### src/core/phy_irq_consts.vh
/*
  Register indices, field positions and reset values of the PHY status and
  interrupt block. The APB byte address of a register is four times its index.
*/
`ifndef PHY_IRQ_CONSTS_VH
`define PHY_IRQ_CONSTS_VH

`define IDX_PHY_RESOLVED_STATUS    10'h010
`define IDX_INTERRUPT_CONTROL      10'h011
`define IDX_INTERRUPT_EVENT_STATUS 10'h012

`define STS_LINK_BIT               0
`define STS_SPEED10_BIT            1
`define STS_DUPLEX_BIT             2
`define STS_RESET                  3'h0

`define CTL_INT_OE_BIT             0
`define CTL_GLOBAL_EN_BIT          1
`define CTL_TEST_INT_BIT           2
`define CTL_RESET                  3'h0

`define EVT_COUNT                  7
`define EVT_STATUS_LSB             8
`define EVT_ENABLE_LSB             0
`define EVT_STATUS_RESET           7'h00
`define EVT_ENABLE_RESET           7'h00

`define EVT_RX_ERR_HALF            0
`define EVT_FALSE_CARRIER_HALF     1
`define EVT_AN_COMPLETE            2
`define EVT_DUPLEX_CHANGE          3
`define EVT_SPEED_CHANGE           4
`define EVT_LINK_CHANGE            5
`define EVT_ENERGY_CHANGE          6

`endif

### src/core/event_edge_detect.v
/*
  Turns a vector of levels into one-cycle event pulses, per bit either on any
  change or on a rising edge only. Levels are synchronous to clk.
*/
`timescale 1ns/1ps
module event_edge_detect #(
  parameter            W         = 1,
  parameter [W-1:0]    RISE_ONLY = {W{1'b0}}
) (
  input  wire          clk,
  input  wire          rst_n,
  input  wire [W-1:0]  level,
  output wire [W-1:0]  pulse
);
  reg  [W-1:0] prev_reg;
  reg          primed_reg;

  // The first cycle after reset only loads the history, so no false event fires
  always @(posedge clk or negedge rst_n) begin
    if (!rst_n) begin
      prev_reg   <= {W{1'b0}};
      primed_reg <= 1'b0;
    end else begin
      prev_reg   <= level;
      primed_reg <= 1'b1;
    end
  end

  assign pulse = {W{primed_reg}} & (level ^ prev_reg) & (~RISE_ONLY | level);
endmodule

### src/core/sticky_flags.v
/*
  Bank of sticky flags. A set in the same cycle as a clear keeps the flag set.
*/
`timescale 1ns/1ps
module sticky_flags #(
  parameter            W = 1
) (
  input  wire          clk,
  input  wire          rst_n,
  input  wire [W-1:0]  set,
  input  wire [W-1:0]  clr,
  output reg  [W-1:0]  flags
);
  always @(posedge clk or negedge rst_n) begin
    if (!rst_n) begin
      flags <= {W{1'b0}};
    end else begin
      flags <= (flags & ~clr) | set;
    end
  end
endmodule

### src/core/phy_status_interrupt_ctrl.v
/*
  PHY resolved status and interrupt control with an APB register slave.
  Holds the resolved status, interrupt control and event status/enable
  registers, detects events and drives the shared power-down/interrupt pin.
  Assumes all status inputs are synchronous to pclk and a zero-wait APB master.
*/
// Local design decision: the APB slave port.
// Overview of operation
// RULE_01: Status bit 2 reports resolved duplex
// RULE_02: Speed/duplex only updated with qualified link
// RULE_03: Status bit 1 reports 10 Mb/s speed
// RULE_04: Status bit 0 mirrors link, never read-cleared
// RULE_05: Control bits 15:3 ignore writes, read zero
// RULE_06: Test interrupt bit holds interrupt asserted
// RULE_07: Control bit 1 gates event interrupts globally
// RULE_08: Control bit 0 selects shared pin role
// RULE_09: Seven event sources feed the interrupt
// RULE_10: Each source has its own enable
// RULE_11: Event status sticks until status read; the code also clears a bit on a write of one
// RULE_12: Status sets regardless of any enable
// RULE_13: Interrupt needs per-event and global enable
// RULE_14: Reading event status clears pending bits
// RULE_15: Interrupt output is a level signal
`timescale 1ns/1ps
`include "phy_irq_consts.vh"
module phy_status_interrupt_ctrl #(
  parameter            ADDR_W = 12
) (
  input  wire              pclk,
  input  wire              presetn,
  input  wire              psel,
  input  wire              penable,
  input  wire              pwrite,
  input  wire [ADDR_W-1:0] paddr,
  input  wire [31:0]       pwdata,
  output reg  [31:0]       prdata,
  output wire              pready,
  output wire              pslverr,
  input  wire              link_up,
  input  wire              an_enable,
  input  wire              an_complete,
  input  wire              speed_is_10,
  input  wire              full_duplex,
  input  wire              energy_detect,
  input  wire              false_carrier_half_full,
  input  wire              rx_error_half_full,
  input  wire              powerdown_irq_shared_pin_in,
  output wire              powerdown_irq_shared_pin_out,
  output wire              powerdown_irq_shared_pin_oe,
  output wire              power_down_req,
  output wire              irq
);

  localparam EW = `EVT_COUNT;

  // Which event sources fire on a rising edge only; the rest on any change
  localparam [EW-1:0] RISE_MASK = (7'h01 << `EVT_RX_ERR_HALF)
                                | (7'h01 << `EVT_FALSE_CARRIER_HALF)
                                | (7'h01 << `EVT_AN_COMPLETE);

  reg  [2:0]        status_reg;
  reg  [2:0]        status_next;
  reg  [2:0]        control_reg;
  reg  [2:0]        control_next;
  reg  [EW-1:0]     enable_reg;
  reg  [EW-1:0]     enable_next;
  reg  [31:0]       prdata_next;
  wire [EW-1:0]     evt_level;
  wire [EW-1:0]     evt_pulse;
  wire [EW-1:0]     evt_flags;
  wire [EW-1:0]     evt_clr;
  wire [9:0]        index;
  wire              mapped;
  wire              setup_phase;
  wire              access_phase;
  wire              wr_access;
  wire              rd_access;
  wire              link_qualified;
  wire              event_irq;

  // ---------------------------------------------------------------------
  // APB decode
  // ---------------------------------------------------------------------
  assign index        = paddr[11:2];
  assign mapped       = (paddr[1:0] == 2'h0)
                      && ((index == `IDX_PHY_RESOLVED_STATUS)
                       || (index == `IDX_INTERRUPT_CONTROL)
                       || (index == `IDX_INTERRUPT_EVENT_STATUS));
  assign setup_phase  = psel & ~penable;
  assign access_phase = psel & penable;
  assign wr_access    = access_phase & pwrite & mapped;
  assign rd_access    = access_phase & ~pwrite & mapped;

  // Read data is captured in the setup cycle, so no wait state is needed
  assign pready  = 1'b1;
  assign pslverr = access_phase & ~mapped;

  // ---------------------------------------------------------------------
  // Resolved status
  // ---------------------------------------------------------------------
  // Speed and duplex are meaningful only with a link and finished or
  // disabled auto-negotiation; outside that they hold their last value.
  assign link_qualified = link_up & (~an_enable | an_complete);          // [RULE_02]

  always @* begin
    status_next = status_reg;
    status_next[`STS_LINK_BIT] = link_up;                                // [RULE_04]
    if (link_qualified) begin
      status_next[`STS_SPEED10_BIT] = speed_is_10;                       // [RULE_03] [RULE_02]
      status_next[`STS_DUPLEX_BIT]  = full_duplex;                       // [RULE_01] [RULE_02]
    end
  end

  always @(posedge pclk or negedge presetn) begin
    if (!presetn) begin
      status_reg <= `STS_RESET;
    end else begin
      status_reg <= status_next;
    end
  end

  // ---------------------------------------------------------------------
  // Event detection
  // ---------------------------------------------------------------------
  // Speed and duplex changes follow the reported values, not the raw inputs
  assign evt_level[`EVT_RX_ERR_HALF]        = rx_error_half_full;        // [RULE_09]
  assign evt_level[`EVT_FALSE_CARRIER_HALF] = false_carrier_half_full;   // [RULE_09]
  assign evt_level[`EVT_AN_COMPLETE]        = an_complete;               // [RULE_09]
  assign evt_level[`EVT_DUPLEX_CHANGE]      = status_reg[`STS_DUPLEX_BIT];
  assign evt_level[`EVT_SPEED_CHANGE]       = status_reg[`STS_SPEED10_BIT];
  assign evt_level[`EVT_LINK_CHANGE]        = status_reg[`STS_LINK_BIT];
  assign evt_level[`EVT_ENERGY_CHANGE]      = energy_detect;             // [RULE_09]

  event_edge_detect #(
    .W         (EW),
    .RISE_ONLY (RISE_MASK)
  ) u_edges (
    .clk   (pclk),
    .rst_n (presetn),
    .level (evt_level),
    .pulse (evt_pulse)
  );

  // Reading the event status clears exactly the bits returned by that read;
  // a write of one to a status bit clears it as well. A new event wins.
  assign evt_clr = rd_access && (index == `IDX_INTERRUPT_EVENT_STATUS)
                 ? prdata[`EVT_STATUS_LSB +: EW]                          // [RULE_14]
                 : (wr_access && (index == `IDX_INTERRUPT_EVENT_STATUS)
                    ? pwdata[`EVT_STATUS_LSB +: EW] : {EW{1'b0}});

  // Flags are set from raw events, ignoring every enable
  sticky_flags #(
    .W (EW)
  ) u_flags (
    .clk   (pclk),
    .rst_n (presetn),
    .set   (evt_pulse),                                                  // [RULE_11] [RULE_12]
    .clr   (evt_clr),
    .flags (evt_flags)
  );

  // ---------------------------------------------------------------------
  // Writable registers
  // ---------------------------------------------------------------------
  always @* begin
    control_next = control_reg;
    enable_next  = enable_reg;
    if (wr_access && (index == `IDX_INTERRUPT_CONTROL)) begin
      control_next = pwdata[2:0];                                        // [RULE_05]
    end
    if (wr_access && (index == `IDX_INTERRUPT_EVENT_STATUS)) begin
      enable_next = pwdata[`EVT_ENABLE_LSB +: EW];                       // [RULE_10]
    end
  end

  always @(posedge pclk or negedge presetn) begin
    if (!presetn) begin
      control_reg <= `CTL_RESET;
      enable_reg  <= `EVT_ENABLE_RESET;
    end else begin
      control_reg <= control_next;
      enable_reg  <= enable_next;
    end
  end

  // ---------------------------------------------------------------------
  // Read data, captured during the setup cycle
  // ---------------------------------------------------------------------
  always @* begin
    prdata_next = prdata;
    if (setup_phase) begin
      prdata_next = 32'h0000_0000;
      if (!pwrite) begin
        case (index)
          `IDX_PHY_RESOLVED_STATUS: begin
            prdata_next[2:0] = status_reg;                               // [RULE_01] [RULE_03] [RULE_04]
          end
          `IDX_INTERRUPT_CONTROL: begin
            prdata_next[2:0] = control_reg;                              // [RULE_05]
          end
          `IDX_INTERRUPT_EVENT_STATUS: begin
            prdata_next[`EVT_STATUS_LSB +: EW] = evt_flags;
            prdata_next[`EVT_ENABLE_LSB +: EW] = enable_reg;
          end
          default: begin
            prdata_next = 32'h0000_0000;
          end
        endcase
        if (paddr[1:0] != 2'h0) begin
          prdata_next = 32'h0000_0000;
        end
      end
    end
  end

  always @(posedge pclk or negedge presetn) begin
    if (!presetn) begin
      prdata <= 32'h0000_0000;
    end else begin
      prdata <= prdata_next;
    end
  end

  // ---------------------------------------------------------------------
  // Interrupt and shared pin
  // ---------------------------------------------------------------------
  assign event_irq = control_reg[`CTL_GLOBAL_EN_BIT]                     // [RULE_07] [RULE_13]
                   & (|(evt_flags & enable_reg));                        // [RULE_10] [RULE_13]

  // Level output: holds while a pending enabled event or the test bit stays
  assign irq = event_irq | control_reg[`CTL_TEST_INT_BIT];               // [RULE_06] [RULE_15]

  // The pin is an active-low interrupt output, or an active-low power-down input
  assign powerdown_irq_shared_pin_oe  = control_reg[`CTL_INT_OE_BIT];    // [RULE_08]
  assign powerdown_irq_shared_pin_out = ~irq;
  assign power_down_req = ~control_reg[`CTL_INT_OE_BIT]                  // [RULE_08]
                        & ~powerdown_irq_shared_pin_in;

endmodule

### config.mk
export PLATFORM = sky130hd
export DESIGN_NAME = phy_status_interrupt_ctrl
export DESIGN_NICKNAME = d
export VERILOG_FILES = /design/src/core/event_edge_detect.v /design/src/core/sticky_flags.v /design/src/core/phy_status_interrupt_ctrl.v
export VERILOG_INCLUDE_DIRS = /design/src /design/src/core
export SDC_FILE = /design/constraint.sdc
export NUM_CORES = 1
export LEC_CHECK = 0
export BUFFER_PORTS_ARGS = -buffer_cell sky130_fd_sc_hd__buf_2
export CORE_MARGIN = 1
export CORE_UTILIZATION = 46
export CTS_CLUSTER_SIZE = 8
export DETAILED_ROUTE_END_ITERATION = 12
export MAX_ROUTING_LAYER = met4
export PLACE_DENSITY_LB_ADDON = 0.2
export SLEW_MARGIN = 20
export SYNTH_ARGS = -nofsm -noshare
export SYNTH_HDL_FRONTEND = slang
export SYNTH_SLANG_ARGS = --single-unit
### constraint.sdc
create_clock -name pclk -period 1.5 [get_ports pclk]
set_input_delay 0.075 -clock pclk [delete_from_list [all_inputs] [get_ports pclk]]
set_output_delay 0.075 -clock pclk [all_outputs]
set_load 0.03 [all_outputs]
* Word-level counts from Yosys, hierarchy flattened
Cells that the tools add are included.
** Storage, ports and cells
- Flip-flop bits (word level) :: 60
- Bits of input ports :: 58
** Operators by class
- Eq/ne operators :: 3
- Muxes and demuxes :: 7
- Bitwise operators :: 26
- Reductions and logical operators :: 9
** Operator list (count)
- equality test 10 x 5 -> 1 bit (second input constant) :: 3
- 2-to-1 mux 15 bit :: 2
- bitwise AND 7 bit :: 4
- 2-to-1 mux 7 bit :: 3
- bitwise AND 1 bit :: 10
- one-hot mux 3 bit (3 select lines) :: 1
- NOT 1 bit :: 7
- NOT 7 bit :: 1
- bitwise OR 7 bit :: 1
- OR reduction 7 bit :: 1
- XOR 7 bit :: 1
- logical AND 1 bit :: 4
- 2-to-1 mux 4 bit :: 1
- zero test 2 bit :: 1
- logical OR 1 bit :: 2
- bitwise OR 1 bit :: 2
- nonzero test 2 bit :: 1

* Depth between registers and ports, before layout
Gate-level depths: netlist of the first run.
- Depth after elaboration :: 11
- Depth in mapped cells :: 5
- Gate-level depth less buffers :: 3

* By module
From an unflattened synthesis of the first run, not the netlist that was laid out.
** Unflattened totals
- Cells, all modules :: 173
- Area total of the unflattened synthesis :: 2028.2 um2
** By module, submodules not included
- phy_status_interrupt_ctrl :: instances 1, cells each 132, area each 1483.9 um2, seq. area each 675.6 um2
- event_edge_detect :: instances 1, cells each 20, area each 290.3 um2, seq. area each 200.2 um2
- sticky_flags :: instances 1, cells each 21, area each 254.0 um2, seq. area each 175.2 um2

* Least setup slack after synthesis of the first run
No wires, ideal clock.
- Path kind :: input -> register
- From :: input port paddr[5]
- To :: register control_reg[0]
- Setup time :: 0.125 ns
- Arrival :: 1.501 ns
- Required time :: 1.375 ns
- Path slack :: -0.126 ns
- Cell stages on the path :: 4
- Path buffers :: 1
- Path through :: or4_4 -> buf_2 -> nor4_4 -> mux2_2
** On the way
- Word-level cells in the longest chain between the ends :: 6
** Ends and longest elaborated chain
- start: declaration :: RTL line phy_status_interrupt_ctrl.v:34 : input wire [ADDR_W-1:0] paddr,
- equality test 10 x 5 -> 1 bit
- logical OR 1 bit (2 in a row) :: RTL line phy_status_interrupt_ctrl.v:86 : && ((index == `IDX_PHY_RESOLVED_STATUS)
- logical AND 1 bit :: RTL line phy_status_interrupt_ctrl.v:85 : assign mapped = (paddr[1:0] == 2'h0)
- bitwise AND 1 bit :: RTL line phy_status_interrupt_ctrl.v:91 : assign wr_access = access_phase & pwrite & mapped;
- logical AND 1 bit * :: RTL line phy_status_interrupt_ctrl.v:168 : if (wr_access && (index == `IDX_INTERRUPT_CONTROL)) begin
- end signal: assignment :: RTL line phy_status_interrupt_ctrl.v:178 : control_reg <= `CTL_RESET;
- end signal: assignment :: RTL line phy_status_interrupt_ctrl.v:181 : control_reg <= control_next;
- end: declaration :: RTL line phy_status_interrupt_ctrl.v:63 : reg [2:0] control_reg;
Every way passes the cells marked *; elsewhere a longest branch is shown, timed or not.
A chain may end at the register's enable or synchronous reset.

* Worst setup path after layout of the first run
- From :: register u_flags.flags[3]
- To :: output port irq
** On the way
- Word-level cells in the longest chain between the ends :: 4
** Ends and longest elaborated chain
- start: declaration :: RTL line sticky_flags.v:12 : output reg [W-1:0] flags
- start signal: assignment :: RTL line sticky_flags.v:16 : flags <= {W{1'b0}};
- start signal: assignment :: RTL line sticky_flags.v:18 : flags <= (flags & ~clr) | set;
- bitwise AND 7 bit :: RTL line phy_status_interrupt_ctrl.v:228 : & (|(evt_flags & enable_reg));
- OR reduction 7 bit :: RTL line phy_status_interrupt_ctrl.v:228
- bitwise AND 1 bit :: RTL line phy_status_interrupt_ctrl.v:227 : assign event_irq = control_reg[`CTL_GLOBAL_EN_BIT]
- bitwise OR 1 bit :: RTL line phy_status_interrupt_ctrl.v:231 : assign irq = event_irq | control_reg[`CTL_TEST_INT_BIT];
- end: declaration :: RTL line phy_status_interrupt_ctrl.v:51 : output wire irq
Every way passes these cells.

==> flow_metrics.py, run 1 <==
metrics = {
    "clocking": {
        "clk_path_buf_depth": 2,
        "htree_levels": 2,
        "cts-buffers-inserted": 5,
        "clock_latency_ns": 0.30,
        "path_clk_slew_ns": 0.08,
        "cts_tree": "built",
        "cts.sinks": 42,
        "root_buffer": "clkbuf_8",
    },
    "floorplan": {
        "die_area_um2": 4738,
        "core-area_um2": 4144,
        "die_y_um": 68.83,
        "start_util": 0.4958,
        "row_count": 23,
        "die_width_um": 68.83,
        "ios": 96,
    },
    "logic_synthesis": {
        "synth_compound_area_frac": 0.1650,
        "syn_inst": 168,
        "synth_seq_cells": 42,
        "yosys-top-cells-area": "dfrtp_1, buf_4, mux2_2, a32o_1, mux2i_1",
        "synth_top_family_by_area": "compound AO/OA/AOI/OAI gates",
        "synth_xor_area_frac": 0.01705,
        "ys_types": 33,
        "syn_area_um2": 2054,
        "yosys.area_share.simple": 0.09196,
        "synth_top_area_frac": 0.5116,
        "synth_mux_area_frac": 0.1145,
        "synth_fa_ha_area_frac": 0,
        "ys_seq_area_frac": 0.5116,
        "syn_avg_cell_area_um2": 12.23,
        "yosysTopAreaCell": "dfrtp_1",
        "ys_warn_count": 0,
    },
    "worst_setup_path": {
        "start_kind": "flop",
        "worstPathRequired_ns": 1.42,
        "crit_type": "reg -> out",
        "startpoint": "u_flags.flags[3]",
        "r2r_cells": 3,
        "arrival_ns": 1.58,
        "crit_family": "compound AO/OA/AOI/OAI gates",
        "reg2reg_slack_ns": 0.48,
        "slowest_delay_ns": 0.39,
        "end_kind": "output port",
        "cp_max_fo": 2,
        "timing.rr.end": "prdata[1]",
        "crit_buf_inv": 1,
        "path_cells": "a222oi_1, nand3_1, a21o_1, buf_6",
        "cp_slowest_cell": "dfrtp_1",
        "r2r_start": "status_reg[1]",
    },
    "placed_design": {
        "port_buffers": 58,
        "place.gp.congestion": 0.8245,
        "dp_hpwl_mm": 3.638,
        "place_ws_ns": -0.2112,
    },
    "power_and_ir_drop": {
        "p_clk_frac": 0.331,
        "peakVddDrop_mv": 0.5827,
        "seq_power_share": 0.519,
        "leakagePower_nw": 1.329,
        "p_total_w": 0.002289,
        "netSwitchingFraction": 0.2744,
        "p_int_w": 0.001661,
        "power.switching_w": 0.0006281,
        "p_per_area_nw_per_um2": 855.3,
        "p_comb_frac": 0.150,
    },
    "drt": {
        "route.detailed.drc": 0,
        "ant_nets": 0,
        "wirelength_mm": 5.092,
        "drt_iter0_markers": 87,
        "post_drt_via_cell_ratio": 5.585,
        "drt_first_pass_iters": 4,
        "routedWlPerCell_um": 17.03,
        "vias": 1670,
    },
    "run_status": {
        "outcome": "finished with violations",
        "violations": "negative setup slack",
    },
    "grt": {
        "antenna_found_initial": 0,
        "grt_start_max_net_pins": 22,
        "grt_pass1_wl_mm": 7.824,
        "grt_usage": 0.2400,
        "grt_pass1_vias": 1667,
        "gr-total-overflow": 0,
    },
    "timing": {
        "rsz0062_at_grt": "true",
        "period_needed_ns": 1.654,
        "hold_violations": 0,
        "layout_setup_ws_ns": -0.1542,
        "setup_violations": 2,
        "timing.fmax_mhz": 604.5,
        "slew_viol_final": 0,
        "hold_slack_ns": 0.005173,
        "skew_ns": 0.007353,
        "min_period_over_period": 1.103,
    },
    "hold_path": {
        "holdCritPathClass": "in -> reg",
        "hold_depth": 2,
        "min_from": "speed_is_10",
        "hold_path_end": "status_reg[1]",
    },
    "cells_and_area": {
        "largest_reg_flops": 14,
        "n_antenna_cell": 0,
        "fillers": 348,
        "multi_input_area_um2": 922.1,
        "register_area_um2": 1051,
        "synthToLayoutAreaGrowth_pct": 30.27,
        "drive_above_1_share": 0.4096,
        "largest-register": "prdata",
        "nets": 306,
    },
    "job": {
        "cap_violations": 0,
    },
}
## power groups by stage
stage | combinational (W) | sequential, W | clock, W
after global routing | 0.000374 | 0.00119 | 0.000825
after CTS | 0.000330 | 0.00119 | 0.000777
final | 0.000343 | 0.00119 | 0.000757
after global placement | 0.000306 | 0.00121 | 0
after floorplan | 0.000209 | 0.00122 | 0
after detailed placement | 0.000312 | 0.00121 | 0
## worst max-delay path by stage
stage / end / cells after the start
after floorplan: enable_reg[0] / 3
after global placement: enable_reg[1] / 5
after detailed placement: enable_reg[6] / 5
after CTS: irq / 4
after global routing: irq / 4
final: irq / 4
## cells by family after synthesis
logic type      after synthesis
flops                        42
compound gates               39
buf+inv                      32
simple gates                 27
mux                          22
xor+xnor                      4
other cells                   2
## cell usage in the layout (no fill, tap or decap)
| master | synthesis | routed |
|---|---|---|
| o21ai_0 | 1 | 1 |
| or4_4 | 2 | 2 |
| mux2_4 | 0 | 7 |
| nor4_2 | 1 | 1 |
| mux2i_1 | 10 | 10 |
| nand3b_1 | 1 | 1 |
| nor2b_1 | 2 | 2 |
| a2bb2oi_1 | 3 | 3 |
| nand4b_1 | 2 | 2 |
| a22oi_1 | 6 | 6 |
| a32oi_1 | 3 | 3 |
| a211oi_1 | 3 | 3 |
| clkinvlp_4 | 0 | 1 |
| nand2b_1 | 2 | 2 |
| nand3_1 | 1 | 1 |
| xor2_1 | 4 | 4 |
| clkinv_2 | 0 | 1 |
| clkbuf_8 | 0 | 6 |
| nor2_1 | 5 | 5 |
| nand2_1 | 8 | 8 |
| a32o_1 | 11 | 11 |
| buf_4 | 19 | 15 |
| mux2_2 | 11 | 5 |
| a222oi_1 | 1 | 1 |
| a2111oi_4 | 0 | 1 |
| conb_1 | 2 | 20 |
| a21o_1 | 1 | 1 |
| a21oi_2 | 0 | 1 |
| inv_1 | 4 | 4 |
| nor4_4 | 2 | 2 |
| dfrtp_1 | 42 | 42 |
| buf_2 | 5 | 54 |
| o41a_1 | 1 | 1 |
| nor3b_1 | 1 | 1 |
| dlygate4sd3_1 | 0 | 8 |
| buf_6 | 0 | 6 |
| o41ai_1 | 7 | 7 |
## worst register-to-register path, cell delays in order, from the launching register on
cell	delay, ns
dfrtp_1	0.43
mux2i_1	0.15
a2bb2oi_1	0.20
a211oi_1	0.09
## per-layer routing
metal,routed length [um],vias to the layer above,GRT usage
met3,302,10,0.05757
met1,2075,825,0.2851
met5,0,-,-
met2,2609,77,0.3836
li1,-,758,-
met4,104,0,0.1148
## per-stage QoR
step           instances  TNS [ns]  instance area, um^2    util
2_1_floorplan        186   -0.8200                 2128       -
3_5_place_dp         278    -4.329                 2382  0.5749
4_1_cts              296   -0.2307                 2589  0.6247
6_report             299   -0.2810                 2676  0.6458
5_1_grt              299   -0.3384                 2676  0.6458
3_3_place_gp         278    -3.255                 2382  0.5749
## cells in the mapped netlist
master and count:
nor4_4 2, o41a_1 1, nor3b_1 1, mux2_1 1, conb_1 2, xor2_1 4
a211oi_1 3, a21o_1 1, a2111oi_0 1, buf_4 19, or4_4 2, a2bb2oi_1 3
o41ai_1 7, nor4_2 1, mux2i_1 10, nand3b_1 1, nand3_1 1, nor2_1 5
nand2_1 8, buf_2 5, nand4b_1 2, dfrtp_1 42, nand2b_1 2, o21ai_0 1
mux2_2 11, a222oi_1 1, inv_1 4, nor2b_1 2, a32o_1 11, a22oi_1 6
a32oi_1 3, clkbuf_1 4, a21oi_1 1
## repair_timing
action,4_1_cts,5_1_grt
endpoints found under the hold margin,24,2
setup endpoints to repair,3,10
setup buffers,4,1
hold buffers,6,2
resized for setup,7,13
pin swaps,5,4
## final cells by class
cell class / count / share of cell area
inverter: 4 / 0.005610
sequential: 42 / 0.3927
clock inverter: 2 / 0.004675
clock buffer: 6 / 0.03086
tap: 50 / 0.02338
timing repair buffer: 83 / 0.1982
multi-input combinational: 112 / 0.3446
Note: power is estimated with default switching activity, not from simulation.
==> inputs of run 2 (changes only) <==
--- a/config.mk
+++ b/config.mk
@@ -12,7 +12,7 @@
 export CTS_CLUSTER_SIZE = 8
 export DETAILED_ROUTE_END_ITERATION = 12
 export MAX_ROUTING_LAYER = met4
-export PLACE_DENSITY_LB_ADDON = 0.2
+export PLACE_DENSITY_LB_ADDON = 0.25
 export SLEW_MARGIN = 20
 export SYNTH_ARGS = -nofsm -noshare
 export SYNTH_HDL_FRONTEND = slang
==> flow_metrics.py, run 2 (same netlist as run 1, synthesis figures left out) <==
metrics = {
    "grt": {
        "grt_pass1_vias": 1525,
        "grt_start_max_net_pins": 23,
        "grt_usage": 0.2315,
        "gr-total-overflow": 0,
        "antenna_found_initial": 0,
        "grt_pass1_wl_mm": 7.624,
    },
    "worst_setup_path": {
        "timing.rr.end": "prdata[2]",
        "worstPathRequired_ns": 1.42,
        "cp_max_fo": 2,
        "reg2reg_slack_ns": 0.48,
        "start_kind": "flop",
        "end_kind": "output port",
        "arrival_ns": 1.59,
        "crit_type": "reg -> out",
        "r2r_start": "status_reg[2]",
        "r2r_cells": 3,
    },
    "clocking": {
        "path_clk_slew_ns": 0.08,
        "clk_path_buf_depth": 2,
        "cts-buffers-inserted": 5,
        "cts_tree": "built",
        "cts.sinks": 42,
        "root_buffer": "clkbuf_8",
        "htree_levels": 2,
        "clock_latency_ns": 0.29,
    },
    "hold_path": {
        "hold_path_end": "enable_reg[4]",
        "min_from": "pwdata[4]",
        "holdCritPathClass": "in -> reg",
        "hold_depth": 2,
    },
    "run_status": {
        "outcome": "finished with violations",
        "violations": "negative setup slack",
    },
    "cells_and_area": {
        "final_common_cell": "buf_2",
        "fillers": 331,
        "largest_reg_flops": 14,
        "synthToLayoutAreaGrowth_pct": 30.27,
        "n_antenna_cell": 0,
        "nets": 307,
        "drive_above_1_share": 0.4120,
        "final_cell_mix": "buf_2, dfrtp_1, conb_1, buf_4",
        "largest-register": "prdata",
    },
    "floorplan": {
        "ios": 96,
        "die_area_um2": 4738,
        "start_util": 0.4958,
        "die_y_um": 68.83,
        "die_width_um": 68.83,
        "core-area_um2": 4144,
        "row_count": 23,
    },
    "power_and_ir_drop": {
        "p_int_w": 0.001666,
        "p_total_w": 0.002286,
        "seq_power_share": 0.519,
        "leakagePower_nw": 1.339,
        "power.switching_w": 0.0006194,
        "p_comb_frac": 0.151,
        "netSwitchingFraction": 0.2710,
        "peakVddDrop_mv": 0.6031,
        "p_clk_frac": 0.330,
        "p_per_area_nw_per_um2": 854.1,
    },
    "timing": {
        "skew_ns": 0.006764,
        "min_period_over_period": 1.110,
        "setup_violations": 2,
        "layout_setup_ws_ns": -0.1646,
        "period_needed_ns": 1.665,
        "rsz0062_at_grt": "true",
        "slew_viol_final": 0,
        "worstMarginPinSlew_ns": 0.5092,
        "hold_violations": 0,
        "timing.fmax_mhz": 600.8,
        "relSlewSlack": 0.6605,
    },
    "drt": {
        "ant_nets": 0,
        "routedWlPerCell_um": 15.47,
        "wirelength_mm": 4.642,
        "drt_iter0_markers": 71,
        "vias": 1612,
        "post_drt_via_cell_ratio": 5.373,
        "drt_first_pass_iters": 4,
        "route.detailed.drc": 0,
    },
    "placed_design": {
        "place.gp.congestion": 0.7893,
        "place_ws_ns": -0.2427,
        "dp_hpwl_mm": 3.420,
        "port_buffers": 58,
    },
    "job": {
        "cap_violations": 0,
    },
}
-- run 2: cell types whose count changed in the layout (fill, tap and decap cells not counted), sizes merged --
cell / previous run / this run
buf: 75 / 77
dlygate4sd3: 8 / 7
-- run 2: worst max path at each step --
stage                     startpoint                           end  slack [ns]
floorplan                   paddr[5]                 enable_reg[0]       -0.09
global route        u_flags.flags[3]                           irq       -0.23
CTS                 u_flags.flags[3]  powerdown_irq_shared_pin_out       -0.12
detailed placement          paddr[5]                control_reg[2]       -0.24
global placement            paddr[5]                control_reg[2]       -0.21
finish              u_flags.flags[3]                           irq       -0.16
-- run 2: layout make-up --
cell class / count / area [um^2] / share of cell area
repair buffers: 84 / 556.8 / 0.2080
clock buffers: 6 / 82.58 / 0.03086
well taps: 50 / 62.56 / 0.02338
flip-flops and latches: 42 / 1051 / 0.3927
multi-input cells: 112 / 895.9 / 0.3347
inverters: 4 / 15.01 / 0.005610
clock inverters: 2 / 12.51 / 0.004675
-- run 2: routing by layer --
metal / wire, um / part of all wire / GRT usage / up-vias
li1: - / - / - / 755
met4: 32 / 0.0069 / 0.06122 / 0
met1: 2018 / 0.43 / 0.3030 / 789
met3: 281 / 0.061 / 0.04934 / 5
met2: 2309 / 0.50 / 0.3664 / 63
met5: 0 / 0 / - / -
-- run 2: critical path, stage by stage, from the launching register on --
cell and delay (ns):
dfrtp_1 0.38, a222oi_1 0.38, nand3_1 0.20, a21o_1 0.21, buf_6 0.13
-- run 2: repair_timing --
item	in CTS	in global routing
pin swaps	4	5
hold buffers	6	1
hold endpoints to repair	25	1
buffers inserted	3	3
endpoints found under the setup margin	3	3
gates resized for setup	5	8
-- run 2: power groups by stage --
| stage | clock, W | sequential, W | combinational [W] |
|---|---|---|---|
| finish | 0.000754 | 0.00119 | 0.000346 |
| global route | 0.000825 | 0.00119 | 0.000381 |
| CTS | 0.000772 | 0.00119 | 0.000337 |
| detailed placement | 0 | 0.00121 | 0.000322 |
| global placement | 0 | 0.00121 | 0.000318 |
| floorplan | 0 | 0.00122 | 0.000209 |
-- run 2: metrics by stage --
step | util | hold WS, ns | area, um^2 | std cells | TNS, ns
6_report | 0.6458 | 0.01433 | 2676 | 300 | -0.3063
5_1_grt | 0.6458 | 0.01213 | 2676 | 300 | -0.4514
4_1_cts | 0.6292 | 0.0004773 | 2608 | 296 | -0.2299
3_5_place_dp | 0.5827 | 0.07646 | 2415 | 279 | -3.473
3_3_place_gp | 0.5827 | 0.05797 | 2415 | 279 | -3.200
2_1_floorplan | - | -0.2206 | 2128 | 186 | -0.8200
